<file path="src/logic/pif_pkg.sv">
// package: offsets, field positions and reset values of the flag block
package pif_pkg;
    // byte offsets on the register bus
    localparam logic [7:0] PIF_OFF_FLAGS_A = 8'h00;
    localparam logic [7:0] PIF_OFF_FLAGS_B = 8'h04;
    localparam logic [7:0] PIF_OFF_EN_A = 8'h08;
    localparam logic [7:0] PIF_OFF_EN_B = 8'h0c;
    localparam logic [7:0] PIF_OFF_CTRL = 8'h10;
    localparam logic [7:0] PIF_OFF_STAT = 8'h14;
    localparam logic [7:0] PIF_OFF_RXDATA = 8'h18;
    localparam logic [7:0] PIF_OFF_TXDATA = 8'h1c;
    localparam logic [7:0] PIF_OFF_PEND = 8'h20;
    // flags_a positions
    localparam int PIF_BIT_ADC = 6;
    localparam int PIF_BIT_RX = 5;
    localparam int PIF_BIT_TX = 4;
    localparam int PIF_BIT_SSP = 3;
    localparam int PIF_BIT_CCP = 2;
    localparam int PIF_BIT_PER = 1;
    localparam int PIF_BIT_OVF = 0;
    // flags_b positions
    localparam int PIF_BIT_OSC = 7;
    localparam int PIF_BIT_C2 = 6;
    localparam int PIF_BIT_C1 = 5;
    localparam int PIF_BIT_NV = 4;
    // implemented and software-writable bits
    localparam logic [7:0] PIF_MASK_A = 8'h7f;
    localparam logic [7:0] PIF_MASK_B = 8'hf0;
    localparam logic [7:0] PIF_WMASK_A = 8'h4f;
    // control register fields
    localparam int PIF_CTRL_GIE = 7;
    localparam int PIF_CTRL_PERIPHERAL_IRQ_ENABLE = 6;
    localparam int PIF_CTRL_MODE_LSB = 0;
    // status register fields
    localparam int PIF_STAT_FIRST_COMPARATOR_OUTPUT = 0;
    localparam int PIF_STAT_SECOND_COMPARATOR_OUTPUT = 1;
    localparam int PIF_STAT_RXOVR = 2;
    localparam int PIF_STAT_TXFULL = 3;
    localparam int PIF_STAT_MODE_LSB = 4;
    // reset values
    localparam logic [7:0] PIF_RST_FLAGS = 8'h00;
    localparam logic [7:0] PIF_RST_EN = 8'h00;
    localparam logic [7:0] PIF_RST_CTRL = 8'h00;
    localparam logic [7:0] PIF_RST_DATA = 8'h00;

    typedef enum logic [1:0] {
        PIF_CCP_OFF,
        PIF_CCP_CAPTURE,
        PIF_CCP_COMPARE,
        PIF_CCP_PWM
    } pif_ccp_mode_e;
endpackage

</file>
<file path="src/logic/pif_evt_if.sv">
// interface: raw peripheral events in, per-flag set pulses out
`timescale 1ns/1ps
interface pif_evt_if;
    import pif_pkg::*;
    logic adc_done;
    logic ssp_done;
    logic capture;
    logic match;
    logic period_match;
    logic overflow;
    logic osc_fail;
    logic nv_done;
    logic cmp1_out;
    logic cmp2_out;
    pif_ccp_mode_e ccp_mode;
    logic [7:0] set_a;
    logic [7:0] set_b;

    modport src(
        output adc_done, ssp_done, capture, match, period_match,
        output overflow, osc_fail, nv_done, cmp1_out, cmp2_out,
        output ccp_mode,
        input set_a, set_b
    );
    modport det(
        input adc_done, ssp_done, capture, match, period_match,
        input overflow, osc_fail, nv_done, cmp1_out, cmp2_out,
        input ccp_mode,
        output set_a, set_b
    );
endinterface

</file>
<file path="src/logic/pif_flags_top.sv">
// module: peripheral interrupt flag registers behind a wishbone slave
//
// The implementer's own choices: the address map and the Wishbone register port.
`timescale 1ns/1ps
module pif_flags_top
    import pif_pkg::*;
(
    // clock and reset
    input wire logic clk_i,
    input wire logic rstn_i,
    // wishbone classic slave
    input wire logic wb_cyc_i,
    input wire logic wb_stb_i,
    input wire logic wb_we_i,
    input wire logic [7:0] wb_adr_i,
    input wire logic [3:0] wb_sel_i,
    input wire logic [31:0] wb_dat_i,
    output logic [31:0] wb_dat_o,
    output logic wb_ack_o,
    // peripheral event pulses
    input wire logic adc_done_i,
    input wire logic ssp_done_i,
    input wire logic capture_i,
    input wire logic compare_match_i,
    input wire logic period_match_i,
    input wire logic timer_overflow_i,
    input wire logic osc_fail_i,
    input wire logic nv_write_done_i,
    // comparator output levels
    input wire logic first_comparator_output_i,
    input wire logic second_comparator_output_i,
    // serial receive side
    input wire logic rx_valid_i,
    input wire logic [7:0] rx_data_i,
    // serial transmit side
    input wire logic tx_take_i,
    output logic tx_full_o,
    output logic [7:0] tx_data_o,
    // interrupt request
    output logic irq_o
);
    // ------------------------------------------------------------
    // address decode
    // ------------------------------------------------------------
    function automatic logic reg_hit(input logic [7:0] adr,
                                     input logic [7:0] off);
        reg_hit = (adr[7:2] == off[7:2]);
    endfunction

    logic [7:0] flags_a_r;
    logic [7:0] flags_b_r;
    logic [7:0] en_a_r;
    logic [7:0] en_b_r;
    logic [7:0] ctrl_r;
    logic [7:0] rx_data_r;
    logic rx_full_r;
    logic rx_ovr_r;
    logic [7:0] tx_data_r;
    logic tx_full_r;
    logic ack_r;
    logic [31:0] dat_r;

    logic req;
    logic wr_stb;
    logic rd_stb;
    logic lane0;
    logic hit_flags_a;
    logic hit_flags_b;
    logic hit_en_a;
    logic hit_en_b;
    logic hit_ctrl;
    logic hit_stat;
    logic hit_rx;
    logic hit_tx;
    logic hit_pend;
    logic [7:0] flags_a_view;
    logic [7:0] flags_b_view;
    logic [7:0] stat_view;
    logic [7:0] pend_a;
    logic [7:0] pend_b;
    logic [7:0] rd_byte;
    logic [7:0] flags_a_nxt;
    logic [7:0] flags_b_nxt;

    pif_evt_if evt();

    // ------------------------------------------------------------
    // event detection
    // ------------------------------------------------------------
    assign evt.adc_done = adc_done_i;
    assign evt.ssp_done = ssp_done_i;
    assign evt.capture = capture_i;
    assign evt.match = compare_match_i;
    assign evt.period_match = period_match_i;
    assign evt.overflow = timer_overflow_i;
    assign evt.osc_fail = osc_fail_i;
    assign evt.nv_done = nv_write_done_i;
    assign evt.cmp1_out = first_comparator_output_i;
    assign evt.cmp2_out = second_comparator_output_i;
    assign evt.ccp_mode =
        pif_ccp_mode_e'(ctrl_r[PIF_CTRL_MODE_LSB +: 2]);

    pif_event_detect u_detect (
        .clk_i(clk_i),
        .rstn_i(rstn_i),
        .evt(evt)
    );

    // ------------------------------------------------------------
    // bus handshake: one wait state, ack for every address
    // ------------------------------------------------------------
    assign req = wb_cyc_i & wb_stb_i;
    // side effects happen at the edge where the master sees ack
    assign wr_stb = req & wb_we_i & ack_r;
    assign rd_stb = req & ~wb_we_i & ack_r;
    assign lane0 = wb_sel_i[0];

    assign hit_flags_a = reg_hit(wb_adr_i, PIF_OFF_FLAGS_A);
    assign hit_flags_b = reg_hit(wb_adr_i, PIF_OFF_FLAGS_B);
    assign hit_en_a = reg_hit(wb_adr_i, PIF_OFF_EN_A);
    assign hit_en_b = reg_hit(wb_adr_i, PIF_OFF_EN_B);
    assign hit_ctrl = reg_hit(wb_adr_i, PIF_OFF_CTRL);
    assign hit_stat = reg_hit(wb_adr_i, PIF_OFF_STAT);
    assign hit_rx = reg_hit(wb_adr_i, PIF_OFF_RXDATA);
    assign hit_tx = reg_hit(wb_adr_i, PIF_OFF_TXDATA);
    assign hit_pend = reg_hit(wb_adr_i, PIF_OFF_PEND);

    always_ff @(posedge clk_i or negedge rstn_i) begin
        if (!rstn_i) begin
            ack_r <= 1'b0;
        end else begin
            // drop ack after one cycle so back-to-back cycles stay apart
            ack_r <= req & ~ack_r;
        end
    end

    assign wb_ack_o = ack_r;

    // ------------------------------------------------------------
    // read views
    // ------------------------------------------------------------
    always_comb begin
        flags_a_view = flags_a_r & PIF_MASK_A;
        flags_a_view[PIF_BIT_RX] = rx_full_r;
        flags_a_view[PIF_BIT_TX] = ~tx_full_r;
    end

    assign flags_b_view = flags_b_r & PIF_MASK_B;

    always_comb begin
        stat_view = 8'h00;
        stat_view[PIF_STAT_FIRST_COMPARATOR_OUTPUT] = first_comparator_output_i;
        stat_view[PIF_STAT_SECOND_COMPARATOR_OUTPUT] = second_comparator_output_i;
        stat_view[PIF_STAT_RXOVR] = rx_ovr_r;
        stat_view[PIF_STAT_TXFULL] = tx_full_r;
        stat_view[PIF_STAT_MODE_LSB +: 2] =
            ctrl_r[PIF_CTRL_MODE_LSB +: 2];
    end

    assign pend_a = flags_a_view & en_a_r & PIF_MASK_A;
    assign pend_b = flags_b_view & en_b_r & PIF_MASK_B;

    always_comb begin
        rd_byte = 8'h00;
        if (hit_flags_a) begin
            rd_byte = flags_a_view;
        end else if (hit_flags_b) begin
            rd_byte = flags_b_view;
        end else if (hit_en_a) begin
            rd_byte = en_a_r & PIF_MASK_A;
        end else if (hit_en_b) begin
            rd_byte = en_b_r & PIF_MASK_B;
        end else if (hit_ctrl) begin
            rd_byte = ctrl_r;
        end else if (hit_stat) begin
            rd_byte = stat_view;
        end else if (hit_rx) begin
            rd_byte = rx_data_r;
        end else if (hit_tx) begin
            rd_byte = tx_data_r;
        end else if (hit_pend) begin
            rd_byte = pend_a | pend_b;
        end
    end

    // read data is caught one edge ahead of the ack it goes with
    always_ff @(posedge clk_i or negedge rstn_i) begin
        if (!rstn_i) begin
            dat_r <= 32'h0000_0000;
        end else if (req & ~wb_we_i & ~ack_r) begin
            dat_r <= {24'h00_0000, rd_byte};
        end
    end

    assign wb_dat_o = dat_r;

    // ------------------------------------------------------------
    // flag register a: set wins over a software write
    // ------------------------------------------------------------
    always_comb begin
        flags_a_nxt = flags_a_r;
        if (wr_stb & lane0 & hit_flags_a) begin
            // serial flags are not stored here, so writes skip them
            flags_a_nxt = (flags_a_r & ~PIF_WMASK_A) |
                          (wb_dat_i[7:0] & PIF_WMASK_A);
        end
        flags_a_nxt = (flags_a_nxt | evt.set_a) & PIF_WMASK_A;
    end

    always_ff @(posedge clk_i or negedge rstn_i) begin
        if (!rstn_i) begin
            flags_a_r <= PIF_RST_FLAGS;
        end else begin
            flags_a_r <= flags_a_nxt;
        end
    end

    // ------------------------------------------------------------
    // flag register b: set wins over a software write
    // ------------------------------------------------------------
    always_comb begin
        flags_b_nxt = flags_b_r;
        if (wr_stb & lane0 & hit_flags_b) begin
            flags_b_nxt = wb_dat_i[7:0];
        end
        flags_b_nxt = (flags_b_nxt | evt.set_b) & PIF_MASK_B;
    end

    always_ff @(posedge clk_i or negedge rstn_i) begin
        if (!rstn_i) begin
            flags_b_r <= PIF_RST_FLAGS;
        end else begin
            flags_b_r <= flags_b_nxt;
        end
    end

    // ------------------------------------------------------------
    // enables and control
    // ------------------------------------------------------------
    always_ff @(posedge clk_i or negedge rstn_i) begin
        if (!rstn_i) begin
            en_a_r <= PIF_RST_EN;
            en_b_r <= PIF_RST_EN;
        end else if (wr_stb & lane0) begin
            if (hit_en_a) begin
                en_a_r <= wb_dat_i[7:0] & PIF_MASK_A;
            end
            if (hit_en_b) begin
                en_b_r <= wb_dat_i[7:0] & PIF_MASK_B;
            end
        end
    end

    always_ff @(posedge clk_i or negedge rstn_i) begin
        if (!rstn_i) begin
            ctrl_r <= PIF_RST_CTRL;
        end else if (wr_stb & lane0 & hit_ctrl) begin
            // unused control bits are kept at zero
            ctrl_r <= wb_dat_i[7:0] & {2'b11, 4'h0, 2'b11};
        end
    end

    // ------------------------------------------------------------
    // receive holding register
    // ------------------------------------------------------------
    // a byte arriving while full is dropped and marks overrun; the
    // held byte is kept so software still sees the older data
    always_ff @(posedge clk_i or negedge rstn_i) begin
        if (!rstn_i) begin
            rx_full_r <= 1'b0;
            rx_data_r <= PIF_RST_DATA;
        end else begin
            if (rx_valid_i & (~rx_full_r | (rd_stb & hit_rx))) begin
                rx_full_r <= 1'b1;
                rx_data_r <= rx_data_i;
            end else if (rd_stb & hit_rx) begin
                rx_full_r <= 1'b0;
            end
        end
    end

    always_ff @(posedge clk_i or negedge rstn_i) begin
        if (!rstn_i) begin
            rx_ovr_r <= 1'b0;
        end else if (rx_valid_i & rx_full_r & ~(rd_stb & hit_rx)) begin
            rx_ovr_r <= 1'b1;
        end else if (wr_stb & lane0 & hit_stat &
                     wb_dat_i[PIF_STAT_RXOVR]) begin
            rx_ovr_r <= 1'b0;
        end
    end

    // ------------------------------------------------------------
    // transmit holding register
    // ------------------------------------------------------------
    // a write while full overwrites the waiting byte; software is
    // expected to wait for the empty flag first
    always_ff @(posedge clk_i or negedge rstn_i) begin
        if (!rstn_i) begin
            tx_full_r <= 1'b0;
            tx_data_r <= PIF_RST_DATA;
        end else begin
            if (wr_stb & lane0 & hit_tx) begin
                tx_full_r <= 1'b1;
                tx_data_r <= wb_dat_i[7:0];
            end else if (tx_take_i) begin
                tx_full_r <= 1'b0;
            end
        end
    end

    assign tx_full_o = tx_full_r;
    assign tx_data_o = tx_data_r;

    // ------------------------------------------------------------
    // interrupt request
    // ------------------------------------------------------------
    // enabling a source with a stale flag raises irq at once; the
    // driver clears the flag first
    assign irq_o = (|(pend_a | pend_b)) & ctrl_r[PIF_CTRL_PERIPHERAL_IRQ_ENABLE] &
                   ctrl_r[PIF_CTRL_GIE];
endmodule

</file>
<file path="src/logic/pif_event_detect.sv">
// module: turns peripheral events into flag set requests
`timescale 1ns/1ps
module pif_event_detect
    import pif_pkg::*;
(
    // clock and reset
    input wire logic clk_i,
    input wire logic rstn_i,
    // events and set requests
    pif_evt_if.det evt
);
    logic cmp1_prev_r;
    logic cmp2_prev_r;
    logic primed_r;
    logic ccp_set;

    // first edge after reset only loads history, so a comparator
    // already high at release is not taken as a change
    always_ff @(posedge clk_i or negedge rstn_i) begin
        if (!rstn_i) begin
            cmp1_prev_r <= 1'b0;
            cmp2_prev_r <= 1'b0;
            primed_r <= 1'b0;
        end else begin
            cmp1_prev_r <= evt.cmp1_out;
            cmp2_prev_r <= evt.cmp2_out;
            primed_r <= 1'b1;
        end
    end

    always_comb begin
        case (evt.ccp_mode)
            PIF_CCP_CAPTURE: ccp_set = evt.capture;
            PIF_CCP_COMPARE: ccp_set = evt.match;
            PIF_CCP_PWM: ccp_set = 1'b0;
            default: ccp_set = 1'b0;
        endcase
    end

    always_comb begin
        evt.set_a = 8'h00;
        evt.set_a[PIF_BIT_ADC] = evt.adc_done;
        evt.set_a[PIF_BIT_SSP] = evt.ssp_done;
        evt.set_a[PIF_BIT_CCP] = ccp_set;
        evt.set_a[PIF_BIT_PER] = evt.period_match;
        evt.set_a[PIF_BIT_OVF] = evt.overflow;
        evt.set_b = 8'h00;
        evt.set_b[PIF_BIT_OSC] = evt.osc_fail;
        evt.set_b[PIF_BIT_C2] = primed_r & (evt.cmp2_out ^ cmp2_prev_r);
        evt.set_b[PIF_BIT_C1] = primed_r & (evt.cmp1_out ^ cmp1_prev_r);
        evt.set_b[PIF_BIT_NV] = evt.nv_done;
    end
endmodule

</file>
<file path="config.mk">
export PLATFORM = sky130hd
export DESIGN_NAME = pif_flags_top
export DESIGN_NICKNAME = d
export VERILOG_FILES = /design/src/logic/pif_pkg.sv /design/src/logic/pif_evt_if.sv /design/src/logic/pif_flags_top.sv /design/src/logic/pif_event_detect.sv
export SDC_FILE = /design/constraint.sdc
export NUM_CORES = 1
export LEC_CHECK = 0
export ABC_AREA = 1
export BUFFER_PORTS_ARGS = -buffer_cell sky130_fd_sc_hd__buf_2
export CAP_MARGIN = 20
export CORE_UTILIZATION = 49
export CTS_CLUSTER_DIAMETER = 100
export DETAILED_ROUTE_END_ITERATION = 7
export PLACE_DENSITY = 0.8
export SLEW_MARGIN = 40
export SYNTH_ARGS = -nofsm -noshare
export SYNTH_HDL_FRONTEND = slang
export SYNTH_SLANG_ARGS = --single-unit
export TNS_END_PERCENT = 50
</file>
<file path="constraint.sdc">
create_clock -name clk_i -period 2.3 [get_ports clk_i]
set_clock_uncertainty 0.2 [all_clocks]
set_input_delay 0.115 -clock clk_i [delete_from_list [all_inputs] [get_ports clk_i]]
set_output_delay 0.115 -clock clk_i [all_outputs]
set_load 0.02 [all_outputs]
</file>
Word level (Yosys, flattened, before mapping)
Index checks and enable logic that the tools add are counted.
- output and inout port bits: 43
- register bits: 55
- input bits: 69
- bitwise operators: 35
- multiplexer cells: 18
- reductions and logical operators: 7
- equality and inequality tests: 10
- operators by type and width (cell ; number):
    two-way mux 8 bit ; 10
    == test 6 x 3 -> 1 bit (second input constant) ; 4
    bitwise AND 1 bit ; 22
    == test 6 x 2 -> 1 bit (second input constant) ; 2
    bitwise AND 8 bit ; 1
    bitwise OR 7 x 8 -> 8 bit ; 1
    bitwise OR 8 bit ; 1
    OR reduction 8 bit ; 1
    bitwise AND 7 bit ; 1
    two-way mux 7 bit ; 1
    bitwise OR 7 bit ; 1
    == test 6 x 1 -> 1 bit (second input constant) ; 1
    == test 6 x 4 -> 1 bit (second input constant) ; 1
    zero test 6 bit ; 1
    two-way mux 1 bit ; 6
    nonzero test 2 bit ; 3
    NOT 1 bit ; 5
    AND reduction 2 bit ; 2
    == test 2 x 1 -> 1 bit (second input constant) ; 1
    == test 2 bit (second input constant) ; 1
    case mux 1 bit (2 select lines) ; 1
    XOR 1 bit ; 2
    bitwise OR 1 bit ; 1

Longest topological paths before layout
Gate-level depths: netlist of the first run.
- depth in word-level cells: 12
- mapped depth: 11
- gate-level depth less buffers: 11

By module
A second synthesis of the first run with hierarchy kept.
- cell total of the unflattened synthesis: 413
- area total of the unflattened synthesis: 3181.8 sq um
- by module, submodules not included (module ; area each (sq um) ; instances ; seq. area each (sq um) ; cells each):
    pif_flags_top ; 2915.3 ; 1 ; 1301.2 ; 379
    pif_event_detect ; 266.5 ; 1 ; 75.1 ; 34

Least setup slack after synthesis of the first run
OpenSTA, ideal clock, no wires.
- path type: flip-flop to flip-flop
- from: register ack_r, in the netlist wb_ack_o
- to: register dat_r[3], in the netlist wb_dat_o[3]
- path slack: 0.495 ns
- stages on the path, launching flop included: 8
- setup time: 0.120 ns
- period minus slack after synthesis: 1.805 ns
- arrival time: 1.486 ns
- required time: 1.980 ns
- cell sequence: dfrtp_1 -> nor3_1 -> inv_1 -> clkbuf_1 -> a21oi_1 -> nand3_1 -> o21ai_0 -> inv_1
- longest elaborated chain between the ends: 2
- ends and longest elaborated chain (what ; line ; RTL):
    start: declaration ; pif_flags_top.sv:60 ; logic ack_r;
    start signal: assignment ; pif_flags_top.sv:133 ; ack_r <= req & ~ack_r;
    NOT 1 bit ; pif_flags_top.sv:190 ; end else if (req & ~wb_we_i & ~ack_r) begin
    bitwise AND 1 bit ; pif_flags_top.sv:190 ;
    end signal: assignment ; pif_flags_top.sv:191 ; dat_r <= {24'h00_0000, rd_byte};
    end: declaration ; pif_flags_top.sv:61 ; logic [31:0] dat_r;
No other way between the ends.
A chain may end at the register's enable or synchronous reset.

Worst setup path in the final report of the first run
- from: input wb_stb_i
- to: register flags_a_r[3]
- longest elaborated chain between the ends: 7
- ends and longest elaborated chain (what ; line ; RTL):
    start: declaration ; pif_flags_top.sv:13 ; input wire logic wb_stb_i,
    bitwise AND 1 bit ; pif_flags_top.sv:112 ; assign req = wb_cyc_i & wb_stb_i;
    bitwise AND 1 bit (2 in a row) ; pif_flags_top.sv:114 ; assign wr_stb = req & wb_we_i & ack_r;
    bitwise AND 1 bit (2 in a row) ; pif_flags_top.sv:202 ; if (wr_stb & lane0 & hit_flags_a) begin
    two-way mux 7 bit ; pif_flags_top.sv:202 ;
    bitwise OR 7 bit ; pif_flags_top.sv:207 ; flags_a_nxt = (flags_a_nxt | evt.set_a) & PIF_WMASK_A;
    named net flags_a_nxt[3] ; pif_flags_top.sv:82 ; logic [7:0] flags_a_nxt;
    end signal: assignment ; pif_flags_top.sv:214 ; flags_a_r <= flags_a_nxt;
    end: declaration ; pif_flags_top.sv:50 ; logic [7:0] flags_a_r;
The timed path passes the listed nets, and every way through them passes these cells.

==> results_dict.tcl, run 1 <==
set metrics [dict create \
    whs_ns 0.0346 \
    fin_area_mm2 0.00378 \
    seq_area_frac_synth 0.464 \
    antenna_found_initial 0 \
    firstDrtPassIters 5 \
    syn_area_per_cell_um2 7.72 \
    die_width_um 79.8 \
    rsz0062_at_grt "false" \
    maxCapViolCount 0 \
    diodes 0 \
    grt_pass1_vias 2737 \
    fp-row-count 27 \
    overflow 0 \
    syn_area_mm2 0.00296 \
    place_area_mm2 0.00330 \
    timing.setup.tns_ns 0 \
    drive_above_1_share 0.193 \
    startpoint_type "input pin" \
    coreArea_mm2 0.00568 \
    worst_r2r_startpoint "wb_ack_o" \
    grt_max_degree 56 \
    peakVddDrop_v 0.000329 \
    hold_path_class "in2reg" \
    cts_num_sinks 55 \
    synth_top_flop_cell "dfrtp_1" \
    power_leakage_nw 1.95 \
    portBuffers 58 \
    numCtsBuffers 5 \
    finalHoldViolCount 0 \
    grt_pass1_wl_mm 12.8 \
    synth_cells 384 \
    path_class "in2reg" \
    chipHeight_um 79.8 \
    ys_types 33 \
    vias 2898 \
    drc 0 \
    synthTopCellsByArea "dfrtp_1 46%, nand2_1 15%, o21ai_0 6.8%, buf_4 6.3%, inv_1 5.3%" \
    ios 112 \
    wire_per_inst_um 14.0 \
    synth_largest_area_cell "dfrtp_1" \
    status "finished clean" \
    fin_crit_ns 2.19 \
    max_freq_mhz 458 \
    h-tree-depth 2 \
    synth-edff-count 0 \
    root_buffer "clkbuf_8" \
    setup_violations 0 \
    report.final.slew_viol_count 0 \
    end_kind "flop" \
    powerDensity_mw_per_mm2 487 \
    tightest_slew_ns 0.546 \
    yosysWarnings 0 \
    start_util 0.522 \
    drt-initial-drc-count 257 \
    cp-startpoint "wb_stb_i" \
    crit_fanout 10 \
    worstReg2RegEnd "flags_a_r[3]" \
    synth_top_area_frac 0.464 \
    relSlewSlack 0.635 \
    arrival_ns 2.18 \
    cts_tree "built" \
    ant_nets 0 \
    drt-vias-per-instance 5.15 \
    rr_worst_depth 7 \
    path_clk_slew_ns 0.09 \
    required_ns 2.30 \
    cts.path.max_buffers 2 \
    min_path_cells 4 \
    routed_wl_mm 7.87 \
    ys_seq_elements 55 \
    worstHoldEndpoint "flags_a_r[2]" \
    synth_commonest_cells "115 x nand2_1, 55 x dfrtp_1, 42 x inv_1, 40 x o21ai_0, 25 x buf_4" \
    nets 561 \
    die_area_mm2 0.00636 \
    place_ws_ns 0.357 \
    regToRegSetupSlack_ns 0.22 \
    hpwl_mm 5.67 \
    place_congestion 0.982 \
    post-route-util 0.665 \
    clk_latency_ns 0.31 \
    syn_to_final_growth_pct 27.4 \
    min_from "compare_match_i" \
    fin_crit_sh 0.950 \
    grt_usage 0.272 \
    worst_slack_ns 0.115 \
    ys_async_sr_fraction 1.00 \
    synth_most_common_cell "nand2_1" \
]
cell usage in the layout (no fill, tap or decap), types with 2 or more instances in the layout:
cell type      Yosys  layout
ha_1               2       2
clkbuf_8           0       5
a21oi_1           21      21
o21ai_0           40      40
nor2_1            16      14
a21oi_2            3       3
inv_1             42      42
nand3_1           17      17
conb_1             2      25
dlygate4sd3_1      0      39
dfrtp_1           55      55
nand2_2            2       2
nand4_1            8       8
or2_2              4       4
o211ai_1           2       2
nor2_2             5       7
buf_2              1      58
o21ai_1            3       3
inv_2              5       5
nand2_1          115     115
buf_4             25       5
clkbuf_1           2       2
nor3_1             2       2
registers in the layout (all words and copies together), names as in the netlist:
name / flops
rx_data_r: 8
tx_data_o: 8
wb_dat_o: 8
en_a_r: 7
flags_a_r: 5
ctrl_r: 4
en_b_r: 4
flags_b_r: 4
rx_full_r: 1
rx_ovr_r: 1
tx_full_o: 1
u_detect.cmp1_prev_r: 1
u_detect.cmp2_prev_r: 1
u_detect.primed_r: 1
wb_ack_o: 1
per-layer routing:
layer | GRT usage | share of wire | vias to the layer above | routed length [um]
met1 | 0.362 | 0.43 | 1366 | 3370
met5 | 0 | 0 | - | 0
met4 | 0.0929 | 0.017 | 0 | 133
li1 | - | - | 1398 | -
met3 | 0.0537 | 0.071 | 11 | 557
met2 | 0.442 | 0.48 | 123 | 3810
layout make-up:
type | instances | area [um2]
Clock buffer | 7 | 76.3
Clock inverter | 1 | 5.00
Fill cell | 472 | 1900
Inverter | 47 | 176
Multi-Input combinational cell | 277 | 1300
Sequential cell | 55 | 1380
Tap cell | 72 | 90.1
Timing Repair Buffer | 104 | 749
worst max-delay path, stage by stage:
cell	delay (ns)
dlygate4sd3_1	0.52
buf_2	0.10
nand2_1	0.07
inv_1	0.07
nand4_1	0.15
buf_6	0.19
nor2_2	0.11
inv_2	0.09
a21oi_1	0.12
o21ai_0	0.08
dlygate4sd3_1	0.56
how the worst max path moves through the flow:
stage                   end  cells past startpoint
3_5_place_dp      en_a_r[2]                      8
5_1_grt        flags_a_r[3]                     11
6_report       flags_a_r[3]                     11
2_1_floorplan   wb_dat_o[3]                      7
3_3_place_gp      en_a_r[2]                      9
4_1_cts        flags_b_r[7]                     10
kinds of logic (layout without fill, tap and decap cells):
logic type               after synthesis  count (layout)  share of synthesized area
AND/OR/NAND/NOR                      171             171                      0.245
AO/OA/AOI/OAI                         79              79                      0.152
buffers and inverters                 75             159                      0.127
flip-flops                            55              55                      0.464
adder cells (fa/ha/maj)                2               2                    0.00844
other                                  2              25                    0.00253
metrics by stage:
| stage | power, mW | cells |
|---|---|---|
| 6_report | 1.84 | 563 |
| 5_1_grt | 1.93 | 563 |
| 4_1_cts | 1.85 | 563 |
| 3_5_place_dp | 1.30 | 516 |
| 3_3_place_gp | 1.29 | 516 |
| 2_1_floorplan | 1.21 | 407 |
power breakdown:
part	switching, mW	internal (mW)
combinational	0.175	0.112
sequential	0.0257	1.01
clock	0.303	0.214
repair_timing:
item,4_1_cts,5_1_grt
hold buffers,39,0
hold endpoints to repair,97,0
resized for setup,0,3
setup endpoints to repair,0,4
setup buffers,0,0
(Power assumes the default switching activity.)
==> run 2: changes to the inputs <==
--- a/config.mk
+++ b/config.mk
@@ -12,6 +12,7 @@
 export CTS_CLUSTER_DIAMETER = 100
 export DETAILED_ROUTE_END_ITERATION = 7
 export PLACE_DENSITY = 0.8
+export REMOVE_ABC_BUFFERS = 1
 export SLEW_MARGIN = 40
 export SYNTH_ARGS = -nofsm -noshare
 export SYNTH_HDL_FRONTEND = slang
==> constraint.sdc (replaced) <==
create_clock -name clk_i -period 2.1 [get_ports clk_i]
set_clock_uncertainty 0.2 [all_clocks]
set_input_delay 0.105 -clock clk_i [delete_from_list [all_inputs] [get_ports clk_i]]
set_output_delay 0.105 -clock clk_i [all_outputs]
set_load 0.02 [all_outputs]
==> run 2 against run 1 <==
  * Count of clock-buffer cells in the layout is 1 lower
  * Sequential cell count unchanged
  * Register-to-register slack hardly changed
  * Sequential power up 9.7%
  * Cell count shrank 0.71%
  * Worst hold slack lost 0.013 ns
  * First-iteration DRC count decreased by 3.5%
  * Critical endpoint is now rx_data_r[2]
  * Largest cell class unchanged
==> results_dict.tcl, run 2 (synthesis results as in run 1) <==
set metrics [dict create \
    drc 0 \
    nets 559 \
    path_class "in2reg" \
    cts.path.max_buffers 2 \
    startpoint_type "input pin" \
    overflow 0 \
    cts_tree "built" \
    end_kind "flop" \
    routed_wl_mm 8.20 \
    clk_latency_ns 0.31 \
    fin_area_mm2 0.00372 \
    cts_num_sinks 55 \
    place_congestion 0.939 \
    place_area_mm2 0.00331 \
    portBuffers 58 \
    drive_above_1_share 0.197 \
    wire_per_inst_um 14.7 \
    drt-initial-drc-count 248 \
    setup_violations 0 \
    timing.setup.tns_ns 0 \
    fp-row-count 27 \
    status "finished clean" \
    antenna_found_initial 0 \
    final_cell_mix "114 x nand2_1, 58 x buf_2, 55 x dfrtp_1, 42 x inv_1, 40 x o21ai_0" \
    die_width_um 79.8 \
    whs_ns 0.0216 \
    ant_nets 0 \
    grt_pass1_vias 2768 \
    report.final.slew_viol_count 0 \
    syn_to_final_growth_pct 25.7 \
    hpwl_mm 5.85 \
    maxCapViolCount 0 \
    dp.cells 519 \
    powerDensity_mw_per_mm2 533 \
    grt_pass1_wl_mm 13.2 \
    ios 112 \
    peakVddDrop_v 0.000471 \
    diodes 0 \
    arrival_ns 2.03 \
    vias 2875 \
    path_clk_slew_ns 0.09 \
    firstDrtPassIters 5 \
    drt-vias-per-instance 5.14 \
    cts_setup_buffers 0 \
    max_freq_mhz 505 \
    hold_path_class "in2reg" \
    total_power_mw 1.99 \
    post-route-util 0.656 \
    start_util 0.522 \
    root_buffer "clkbuf_8" \
    power_leakage_nw 1.94 \
    worst_slack_ns 0.118 \
    h-tree-depth 2 \
    required_ns 2.15 \
    place_ws_ns 0.229 \
    grt_max_degree 26 \
    numCtsBuffers 5 \
    chipHeight_um 79.8 \
    fin_crit_ns 1.98 \
    final_cells 559 \
    rsz0062_at_grt "false" \
    fin_crit_sh 0.944 \
    crit_fanout 7 \
    finalHoldViolCount 0 \
    die_area_mm2 0.00636 \
    final_common_cell "nand2_1" \
    grt_usage 0.277 \
    coreArea_mm2 0.00568 \
]
## run 2: changes by cell type in the layout (fill, tap and decap cells not counted)
cell and delta:
nand2_1 -1, o311ai_1 +1, buf_12 -1, buf_4 +4, nor2_1 +2, dlygate4sd3_1 -5, nand2_2 +1, clkinv_2 -1
o311ai_0 -1, nor2_2 -2, clkbuf_1 -1
## run 2: critical path, cell delays in order
cell and delay, ns:
dlygate4sd3_1 0.52, buf_2 0.09, nand2_1 0.07, inv_1 0.07, nand2_1 0.08, o31ai_4 0.22
buf_6 0.16, nand3_1 0.06, dlygate4sd3_1 0.57, nand2_1 0.09
## run 2: what timing repair did
| action | in CTS | in global routing |
|---|---|---|
| gates resized for setup | 0 | 3 |
| hold endpoints to repair | 97 | 0 |
| setup endpoints to repair | 0 | 4 |
| hold buffers | 34 | 0 |
## run 2: path summary, 6_finish.rpt
kind,to,depth (start not counted),from,slack [ns]
worst min register to register,wb_dat_o[7],2,wb_dat_o[7],0.28
max in group asynchronous,wb_dat_o[6],3,rstn_i,0.98
worst max register to register,rx_data_r[2],6,wb_ack_o,0.21
worst max-delay path,rx_data_r[2],10,wb_stb_i,0.12
worst min-delay path,rx_full_r,4,wb_we_i,0.02
min in group asynchronous,wb_ack_o,2,rstn_i,0.06
## run 2: area by class of cell
class | instances | area, um2
clock buffers | 6 | 72.6
fillers | 497 | 1950
inverters | 47 | 176
multi-input cells | 277 | 1300
flip-flops and latches | 55 | 1380
well taps | 72 | 90.1
repair buffers | 102 | 709
## run 2: routing by layer
layer | vias to the layer above | part of all wire | global-route usage | wire, um
met3 | 11 | 0.059 | 0.0457 | 483
met2 | 123 | 0.51 | 0.488 | 4160
li1 | 1394 | - | - | -
met1 | 1347 | 0.42 | 0.348 | 3430
met4 | 0 | 0.016 | 0.0786 | 129
met5 | - | 0 | 0 | 0
## run 2: where the power goes
part,switching (mW),total (mW),internal [mW],leakage [nW]
sequential,0.0282,1.13,1.10,0.682
combinational,0.194,0.313,0.119,1.22
clock,0.319,0.542,0.223,0.0371
